**src/design/tla_pkg.sv**
```systemverilog
// Constants for the temperature limit alert block
package tla_pkg;
    localparam int          TEMP_W        = 16;
    localparam int          HYST_W        = 4;
    localparam int          HYST_SHIFT    = 7;
    localparam logic [7:0]  OFF_HYST      = 8'h14;
    localparam logic [7:0]  OFF_HIGH      = 8'h18;
    localparam logic [7:0]  OFF_LOW       = 8'h1c;
    localparam logic [7:0]  OFF_CTRL      = 8'h20;
    localparam logic [7:0]  OFF_STAT      = 8'h24;
    localparam logic [7:0]  OFF_TEMP      = 8'h28;
    localparam logic [15:0] HIGH_RST      = 16'h2000;
    localparam logic [15:0] LOW_RST       = 16'h0500;
    localparam logic [3:0]  HYST_RST      = 4'h5;
    localparam int          CTRL_MODE_BIT = 0;
    localparam int          CTRL_POL_BIT  = 1;
    localparam int          CTRL_SHDN_BIT = 2;
    localparam logic [1:0]  HTRANS_NONSEQ = 2'h2;
    localparam logic [2:0]  HSIZE_WORD    = 3'h2;
endpackage

```
**src/design/tla_compare.sv**
```systemverilog
// Signed limit comparison with hysteresis thresholds
`timescale 1ns/1ps
module tla_compare #(
    parameter int TW = 16,
    parameter int HW = 4
) (
    input  wire logic signed [TW-1:0] temp,
    input  wire logic signed [TW-1:0] high_lim,
    input  wire logic signed [TW-1:0] low_lim,
    input  wire logic        [HW-1:0] hyst,
    output logic                      over_hi,
    output logic                      under_lo,
    output logic                      clear_ok
);
    import tla_pkg::*;
    logic signed [TW+1:0] hyst_s;
    logic signed [TW+1:0] hi_rel;
    logic signed [TW+1:0] lo_rel;
    always_comb begin
        // Hysteresis in whole degrees, scaled to result units
        hyst_s = signed'({{(TW+2-HW){1'b0}}, hyst}) <<< HYST_SHIFT;
        hi_rel = TW'(0) + high_lim - hyst_s;
        lo_rel = TW'(0) + low_lim + hyst_s;
        over_hi  = temp > high_lim;
        under_lo = temp < low_lim;
        clear_ok = (temp < hi_rel) && (temp > lo_rel);
    end
endmodule // tla_compare

```
**src/design/tla_top.sv**
```systemverilog
// Temperature limit alert with AHB-Lite register slave
//
// Register access over AHB-Lite and the register addresses were chosen for this implementation.
`timescale 1ns/1ps
module tla_top #(
    parameter int TW = 16,
    parameter int HW = 4
) (
    input  wire logic          hclk,
    input  wire logic          hresetn,
    input  wire logic          hsel,
    input  wire logic [31:0]   haddr,
    input  wire logic [1:0]    htrans,
    input  wire logic          hwrite,
    input  wire logic [2:0]    hsize,
    input  wire logic [31:0]   hwdata,
    input  wire logic          hready,
    output logic      [31:0]   hrdata,
    output logic               hreadyout,
    output logic               hresp,
    input  wire logic [TW-1:0] temp_value,
    input  wire logic          temp_valid,
    output logic               alert_o,
    output logic               alert_oe_n
);
    import tla_pkg::*;

    logic [TW-1:0] high_r, low_r, temp_r;
    logic [HW-1:0] hyst_r;
    logic          mode_r, pol_r, shdn_r, alert_r, alert_o_r, oe_n_r;
    logic          hreadyout_r, hresp_r;
    logic          wr_pend_r, rd_pend_r;
    logic [7:0]    addr_r;
    logic [31:0]   rdata_r;
    logic          over_hi, under_lo, clear_ok;
    logic          addr_ok, shdn_nxt, rd_done, eval_r;

    assign addr_ok   = hsel && hready && (htrans == HTRANS_NONSEQ) && (hsize == HSIZE_WORD);
    assign hreadyout = hreadyout_r;
    assign hresp     = hresp_r;
    assign hrdata    = rdata_r;
    assign alert_o   = alert_o_r;
    assign alert_oe_n = oe_n_r;

    // Zero wait states, response always OKAY
    always_ff @(posedge hclk or negedge hresetn) begin
        if (!hresetn) begin
            hreadyout_r <= 1'b1;
            hresp_r     <= 1'b0;
        end else begin
            hreadyout_r <= 1'b1;
            hresp_r     <= 1'b0;
        end
    end

    // Address phase capture
    always_ff @(posedge hclk or negedge hresetn) begin
        if (!hresetn) begin
            wr_pend_r <= 1'b0;
            rd_pend_r <= 1'b0;
            addr_r    <= 8'h00;
        end else begin
            wr_pend_r <= addr_ok && hwrite;
            rd_pend_r <= addr_ok && !hwrite;
            if (addr_ok) begin
                addr_r <= haddr[7:0];
            end
        end
    end

    always_ff @(posedge hclk or negedge hresetn) begin
        if (!hresetn) begin
            high_r <= HIGH_RST;
            low_r  <= LOW_RST;
            hyst_r <= HYST_RST;
            mode_r <= 1'b0;
            pol_r  <= 1'b0;
            shdn_r <= 1'b0;
        end else if (wr_pend_r) begin
            unique case (addr_r)
                OFF_HIGH: high_r <= hwdata[TW-1:0];
                OFF_LOW:  low_r  <= hwdata[TW-1:0];
                OFF_HYST: hyst_r <= hwdata[HW-1:0];
                OFF_CTRL: begin
                    mode_r <= hwdata[CTRL_MODE_BIT];
                    pol_r  <= hwdata[CTRL_POL_BIT];
                    shdn_r <= hwdata[CTRL_SHDN_BIT];
                end
                default: ;
            endcase
        end
    end

    assign shdn_nxt = wr_pend_r && (addr_r == OFF_CTRL) && hwdata[CTRL_SHDN_BIT];
    assign rd_done  = rd_pend_r;

    // Read data, registered for the data phase
    always_ff @(posedge hclk or negedge hresetn) begin
        if (!hresetn) begin
            rdata_r <= 32'h0000_0000;
        end else if (addr_ok && !hwrite) begin
            unique case (haddr[7:0])
                OFF_HIGH: rdata_r <= {16'h0000, high_r};
                OFF_LOW:  rdata_r <= {16'h0000, low_r};
                OFF_HYST: rdata_r <= {28'h0000000, hyst_r};
                OFF_CTRL: rdata_r <= {29'h00000000, shdn_r, pol_r, mode_r};
                OFF_STAT: rdata_r <= {30'h00000000, over_hi, alert_r};
                OFF_TEMP: rdata_r <= {16'h0000, temp_r};
                default:  rdata_r <= 32'h0000_0000;
            endcase
        end
    end

    always_ff @(posedge hclk or negedge hresetn) begin
        if (!hresetn) begin
            temp_r <= 16'h0000;
            eval_r <= 1'b0;
        end else begin
            eval_r <= temp_valid && !shdn_r;
            if (temp_valid && !shdn_r) begin
                temp_r <= temp_value;
            end
        end
    end

    tla_compare #(
        .TW (TW),
        .HW (HW)
    ) u_cmp (
        .temp     (temp_r),
        .high_lim (high_r),
        .low_lim  (low_r),
        .hyst     (hyst_r),
        .over_hi  (over_hi),
        .under_lo (under_lo),
        .clear_ok (clear_ok)
    );

    always_ff @(posedge hclk or negedge hresetn) begin
        if (!hresetn) begin
            alert_r <= 1'b0;
        end else if (mode_r) begin
            if (eval_r && (over_hi || under_lo)) begin
                alert_r <= 1'b1;
            end else if (eval_r && clear_ok) begin
                alert_r <= 1'b0;
            end
        end else begin
            // New event sets, wins over clear
            if (eval_r && (over_hi || under_lo)) begin
                alert_r <= 1'b1;
            end else if (rd_done || shdn_nxt) begin
                alert_r <= 1'b0;
            end
        end
    end

    always_ff @(posedge hclk or negedge hresetn) begin
        if (!hresetn) begin
            alert_o_r <= 1'b0;
            oe_n_r    <= 1'b1;
        end else begin
            alert_o_r <= 1'b0;
            oe_n_r    <= ~(alert_r ^ pol_r);
        end
    end

    a_read_clears: assert property (@(posedge hclk) disable iff (!hresetn)
        (!mode_r && rd_done && !(eval_r && (over_hi || under_lo))) |=> !alert_r)
        else $error("Read did not clear latched alert");

    a_event_sets: assert property (@(posedge hclk) disable iff (!hresetn)
        (eval_r && (over_hi || under_lo)) |=> alert_r)
        else $error("Limit event did not raise alert");

    a_pin_polarity: assert property (@(posedge hclk) disable iff (!hresetn)
        1'b1 |=> (oe_n_r == ~($past(alert_r) ^ $past(pol_r))))
        else $error("Alert pin polarity wrong");

    a_cmp_shdn_hold: assert property (@(posedge hclk) disable iff (!hresetn)
        (mode_r && !eval_r) |=> $stable(alert_r))
        else $error("Comparator alert changed without result");

    a_shdn_clears: assert property (@(posedge hclk) disable iff (!hresetn)
        (!mode_r && shdn_nxt && !eval_r) |=> !alert_r)
        else $error("Shutdown did not clear latched alert");

    a_latch_rise: assert property (@(posedge hclk) disable iff (!hresetn)
        (!mode_r && !alert_r && !(eval_r && (over_hi || under_lo))) |=> !alert_r)
        else $error("Latched alert rose without event");

    a_cmp_release: assert property (@(posedge hclk) disable iff (!hresetn)
        (mode_r && eval_r && clear_ok && !over_hi && !under_lo) |=> !alert_r)
        else $error("Comparator did not release");

    a_high_write: assert property (@(posedge hclk) disable iff (!hresetn)
        (wr_pend_r && addr_r == OFF_HIGH) |=> (high_r == $past(hwdata[TW-1:0])))
        else $error("Upper limit write lost");
endmodule // tla_top

```
**config.mk**
```make
export PLATFORM = sky130hd
export DESIGN_NAME = tla_top
export DESIGN_NICKNAME = d
export VERILOG_FILES = /design/src/design/tla_pkg.sv /design/src/design/tla_compare.sv /design/src/design/tla_top.sv
export SDC_FILE = /design/constraint.sdc
export NUM_CORES = 1
export LEC_CHECK = 0
export BUFFER_PORTS_ARGS = -buffer_cell sky130_fd_sc_hd__buf_2
export CAP_MARGIN = 10
export CORE_UTILIZATION = 50
export CTS_CLUSTER_DIAMETER = 80
export DETAILED_ROUTE_END_ITERATION = 16
export GPL_ROUTABILITY_DRIVEN = 1
export PLACE_DENSITY_LB_ADDON = 0.05
export SYNTH_ARGS = -nofsm -noshare
export SYNTH_HDL_FRONTEND = slang
export SYNTH_SLANG_ARGS = --single-unit
```
**constraint.sdc**
```tcl
create_clock -name hclk -period 2.95 [get_ports hclk]
set_clock_uncertainty 0.15 [all_clocks]
set_input_delay 0.295 -clock hclk [delete_from_list [all_inputs] [get_ports hclk]]
set_output_delay 0.295 -clock hclk [all_outputs]
set_load 0.01 [all_outputs]
```
# == Word level (Yosys, flattened, before mapping) ==
# Index checks and enable logic that the tools add are counted.
# classes
n_mux,6
reduce_logical,21
eq_ne,13
magnitude_cmp,4
bitwise_logic,2
add_sub_neg,2
# op_table
op,count
$pmux W16 S6,1
$eq A8 B5 Y1 const B,6
$eq A8 B6 Y1 const B,4
$add A16 B12 Y17,1
$gt A16 B17 Y1,1
$lt A16 B17 Y1,1
$sub A16 B12 Y17,1
$gt A16 B16 Y1,1
$lt A16 B16 Y1,1
$logic_and A1 B1 Y1,11
$reduce_and A2 Y1,5
$mux W1,5
$eq A3 B2 Y1 const B,1
$ne A3 B1 Y1 const B,1
$reduce_bool A3 Y1,1
$eq A2 B2 Y1 const B,1
$logic_not A1 Y1,2
$logic_or A1 B1 Y1,2
$not A1 Y1,1
$xor A1 B1 Y1,1
# word_totals
out_inout_bits,36
reg_bits,100
in_bits,91

# == Logic depth before layout (Yosys ltp) ==
# depth
depth_word,7
depth_mapped,16

# == By module ==
# Synthesis repeated with hierarchy kept, for this count alone.
# hier_totals
cells_unflattened,522
area_unflattened_um2,5555.3
# modules_own_cells
mod,area_each_um2,cells_each,instances
tla_top,3792.4,284,1
tla_compare,1762.9,238,1

# == Worst setup path after synthesis ==
# No wires, ideal clock.
# synth_timing
path_type,register to register
start,register low_r[8]
end,register alert_r
slack_ps,-328
path_stages_with_launch,14
required_time_ps,2684
setup_ps,116
arrival_ps,3013
period_less_slack_ps,3278
path_cell_list,dfstp_2 ha_1 a21o_1 a21oi_1 nor2b_1 o21ai_0 nor3_1 xnor2_1 ha_1 a21o_1 a2111oi_0 nor4b_1 o221ai_1 o311ai_0
# synth_via
elab_chain_cells,6
elab_cells_between_ends,13
cone_classes,add/sub (1); order compare (2); eq/ne (1); mux (3); reduce/logical (6)
# synth_lines
element,line_no,rtl
start: declaration,tla_top.sv:28,"logic [TW-1:0] high_r, low_r, temp_r;"
start signal: assignment,tla_top.sv:82,OFF_LOW: low_r <= hwdata[TW-1:0];
$add A16 B12 Y17,tla_compare.sv:23,lo_rel = TW'(0) + low_lim + hyst_s;
$gt A16 B17 Y1,tla_compare.sv:26,clear_ok = (temp < hi_rel) && (temp > lo_rel);
$logic_and A1 B1 Y1,tla_compare.sv:26,
$logic_and A1 B1 Y1,tla_top.sv:145,end else if (eval_r && clear_ok) begin
$ne A3 B1 Y1 (no source line),n/a,
$reduce_and A2 Y1 (no source line),n/a,
end signal: assignment,tla_top.sv:144,alert_r <= 1'b1;
end signal: assignment,tla_top.sv:146,alert_r <= 1'b0;
end signal: assignment,tla_top.sv:151,alert_r <= 1'b1;
end: declaration,tla_top.sv:30,"logic mode_r, pol_r, shdn_r, alert_r, alert_o_r, oe_n_r;"
# Parallel ways exist; a longest one is shown, timed or not.
# A chain may end at the register's enable or synchronous reset.

# == Worst setup path in the final report ==
# layout_timing
start,register hyst_r[2]
end,register alert_r
# layout_via
elab_chain_cells,6
elab_cells_between_ends,8
cone_classes,add/sub (2); order compare (2); eq/ne (1); reduce/logical (3)
# layout_lines
element,line_no,rtl
start: declaration,tla_top.sv:29,logic [HW-1:0] hyst_r;
start signal: assignment,tla_top.sv:83,OFF_HYST: hyst_r <= hwdata[HW-1:0];
$sub A16 B12 Y17 / $add A16 B12 Y17 (equally long branches),"tla_compare.sv:22, tla_compare.sv:23",
$lt A16 B17 Y1 / $gt A16 B17 Y1 (equally long branches),tla_compare.sv:26,
$logic_and A1 B1 Y1 (*),tla_compare.sv:26,
$logic_and A1 B1 Y1 (*),tla_top.sv:145,
$ne A3 B1 Y1 (no source line) (*),n/a,
$reduce_and A2 Y1 (no source line) (*),n/a,
# Every way passes the cells marked *; elsewhere a longest branch is shown, timed or not.

==> metrics.md <==
| Metric | Value |
|---|---|
| Htree depth | `3` |
| Seq/Total Area, Yosys | `0.3820` |
| Simple-gate share of the synthesized area | `0.1357` |
| Post-Synth XOR/XNOR Area | `0.02220` |
| Vias in the first global route | `4646` |
| Antenna violations before repair | `0` |
| Reg2reg start | `hyst_r[2]$_DFFE_PN1P_` |
| Clk_lat worst skew | `380 ps` |
| Synthesis-to-finish area growth | `25.08%` |
| Drt drc | `0` |
| CTS tree | `done` |
| Maximum clock path buffer count | `2` |
| CTS Buf Count | `9` |
| Post-synth top area share | `0.3534` |
| Kind of critical path | `flop to flop` |
| RSZ-0062 raised after global routing | `yes` |
| Final Worst Setup Slack | `-346.4 ps` |
| Tcrit/Tclk final | `1.117` |
| # IOs | `127` |
| Avg Cell Area, Syn | `10.12 µm²` |
| Clock Root Buffer | `clkbuf_8` |
| Detailed placement HPWL | `11020 µm` |
| Mapped cell area | `0.005523 mm²` |
| Fin nets | `832` |
| N_diodes | `0` |
| Largest family of logic cells by synthesized area | `compound AO/OA/AOI/OAI gates` |
| CP Data Required Time | `3080 ps` |
| GRT Util Overall | `0.2818` |
| R2r setup slk | `-350 ps` |
| Post-synth top flop | `dfrtp_1` |
| Post-synthesis mux area share | `0.09334` |
| Critical path cell sequence | `buf_4 > ha_1 > a21oi_2 > nor2b_1 > o21ai_1 > buf_4 > nor3_2 > xnor2_1 > ha_1 > a21o_1 > a2111oi_4 > nor4b_4 > o221ai_1 > o311ai_1` |
| Max Clock Freq | `0.3034 GHz` |
| Post-Place Cell Area | `0.006233 mm²` |
| Post-Route WL | `15030 µm` |
| Clk pin slew, worst setup/hold paths | `90 ps` |
| # port buffers | `67` |
| Global-route wire length before repair | `24220 µm` |
| Critical-path top delay cell | `dfstp_2` |
| Post-Synth Adder-Cell Area | `0.1432` |
| Final core utilization | `0.6400` |
| Slew margin rel. | `0.2693` |
| PD cells | `413.0 mW/mm²` |
| Die W | `107.1 µm` |
| Sink Count | `84` |
| Post-synthesis compound-gate area fraction | `0.1550` |
| Synth area leader | `dfrtp_1` |
| Max-slew violations | `0` |
| Synth Register Bits | `84` |
| Failing checks | `hold timing, setup timing` |
| Data arrival, critical path | `3430 ps` |
| Status | `finished, violations left` |
| CP delay by family, top | `compound AO/OA/AOI/OAI gates` |
| R2r worst-path depth | `14` |
| CP max FO | `3` |
| Leakage | `3.289 nW` |
| Synth warn | `0` |
| Worst path bufs/invs | `2` |
| Iteration-0 DRC count of the detailed router | `273` |
| Min Hold Slack | `-50.24 ps` |
| Layout cells sized above 1 | `0.3114` |
| Worst R2R End | `alert_r$_DFFE_PN0P_` |
| Async S/R FF share, synth | `1.000` |
| Peak supply drop | `0.3021 mV` |
| Wire per inst | `18.25 µm` |
| Via count | `4552` |
| Worst-Margin Slew | `1096 ps` |
| Worst setup EP type | `flop` |
| Netlist cell types | `58` |
| Worst hold path type | `primary input to async pin` |
| # rows | `38` |
| Gate Count Post-Synth | `546` |
| Largest net degree at the start of global routing | `85` |
| Placer Congestion | `0.8846` |
| CP startpoint kind | `flop` |
| Die H | `107.1 µm` |
| Top post-synthesis cells by area | `dfrtp_1, ha_1, mux2_2` |
| Gr ovfl total | `0` |
| Initial Utilization | `0.5117` |
| Die area | `0.01147 mm²` |
| ANT nets after route | `0` |
| Final hold vios | `40` |
| Vias per Instance | `5.524` |
| EDFF count, synth | `0` |
| Worst path max stage delay | `560 ps` |
| Final setup vio count | `1` |
| First-pass DRT Iterations | `5` |
| Fin crit period | `3296 ps` |
| Core footprint | `0.01079 mm²` |
| Max Cap Violations | `0` |
| Final instance area | `0.006908 mm²` |
[power breakdown]
part | internal [W] | total (W) | switching [W] | leakage [nW]
clock network | 0.000650 | 0.00110 | 0.000450 | 0.127
logic | 0.000235 | 0.000482 | 0.000247 | 2.18
registers | 0.00120 | 0.00127 | 0.0000694 | 0.987
[worst max-delay path by stage]
stage | from | end | cells after the start
floorplan | hyst_r[0]$_DFFE_PN1P_ | alert_r$_DFFE_PN0P_ | 15
finish | hyst_r[2]$_DFFE_PN1P_ | alert_r$_DFFE_PN0P_ | 14
CTS | low_r[8]$_DFFE_PN1P_ | alert_r$_DFFE_PN0P_ | 14
global placement | low_r[8]$_DFFE_PN1P_ | alert_r$_DFFE_PN0P_ | 14
global route | hyst_r[0]$_DFFE_PN1P_ | alert_r$_DFFE_PN0P_ | 14
detailed placement | hyst_r[2]$_DFFE_PN1P_ | alert_r$_DFFE_PN0P_ | 13
[layout by cell type, fill, tap and decap left out, types with 19 or more instances in the layout]
cell type	Yosys	layout
nor2_1	23	23
dfrtp_1	78	77
inv_1	43	43
nand2_1	51	51
buf_2	6	66
mux2_2	44	44
conb_1	2	19
buf_4	19	42
o21ai_0	40	38
ha_1	60	58
dlygate4sd3_1	0	29
[Yosys cell counts, types with 3 or more instances]
cell type and number:
xnor2_1 12, a21o_1 9, a2111oi_0 4, nand3_1 9, dfrtp_1 78, nor2_1 23, nor3_1 7, nor2b_1 8
nand2_1 51, clkbuf_1 7, o21ai_2 10, mux2_2 44, inv_1 43, nor4_1 5, and2_1 3, nand3b_1 4
a211oi_1 9, o22ai_1 3, o21ai_0 40, a222oi_1 16, buf_4 19, dfstp_2 6, ha_1 60, buf_2 6
nand4_1 12, o31ai_1 4, a21oi_1 16
[registers in the layout, summed over array words and instances, names as in the netlist]
signal / count
low_r: 16
high_r: 16
rd_done: 1
temp_r: 16
pol_r: 1
eval_r: 1
hyst_r: 4
alert_oe_n: 1
mode_r: 1
alert_r: 1
wr_pend_r: 1
hrdata: 16
shdn_r: 1
addr_r: 8
[cells by family (layout without fill, tap and decap cells)]
group                    Yosys count  in the layout
AO/OA/AOI/OAI                    124            124
XOR/XNOR                          14             14
adder cells (fa/ha/maj)           62             62
buffers and inverters             76            197
flip-flops                        84             84
multiplexers                      46             46
other                              2             19
AND/OR/NAND/NOR                  138            138
[per-layer routing]
| metal | share of wire | GRT usage | wire, µm |
|---|---|---|---|
| met4 | 0.017 | 0.09198 | 250 |
| met1 | 0.46 | 0.3796 | 6877 |
| met5 | 0 | 0 | 0 |
| met2 | 0.48 | 0.4691 | 7198 |
| met3 | 0.047 | 0.03526 | 707 |
[stage by stage]
step	TNS (ps)	total power, W	worst slack, ps	hold slack [ps]	cells
2_1_floorplan	-70.53	0.001556	-70.53	-150.6	563
3_3_place_gp	-386.7	0.001706	-386.7	304.7	777
3_5_place_dp	-435.2	0.001722	-435.2	311.0	777
4_1_cts	-330.3	0.002865	-330.3	2.709	824
5_1_grt	-508.0	0.002976	-508.0	14.25	824
6_report	-346.4	0.002853	-346.4	-50.24	824
[cell type report]
type | count | area, µm²
clock buffer | 10 | 127.6
clock inverter | 6 | 136.4
fill | 905 | 3885
inverter | 43 | 161.4
multi-input combinational | 403 | 3241
sequential | 84 | 2111
tap | 140 | 175.2
timing repair buffer | 138 | 955.9
[what timing repair did]
action	in CTS	in global routing
hold buffers	29	0
endpoints found under the setup margin	1	1
gates resized for setup	12	7
endpoints found under the hold margin	33	0
setup buffers	2	0
pin swaps	11	6
No activity file was read; power rests on OpenSTA's default activity.
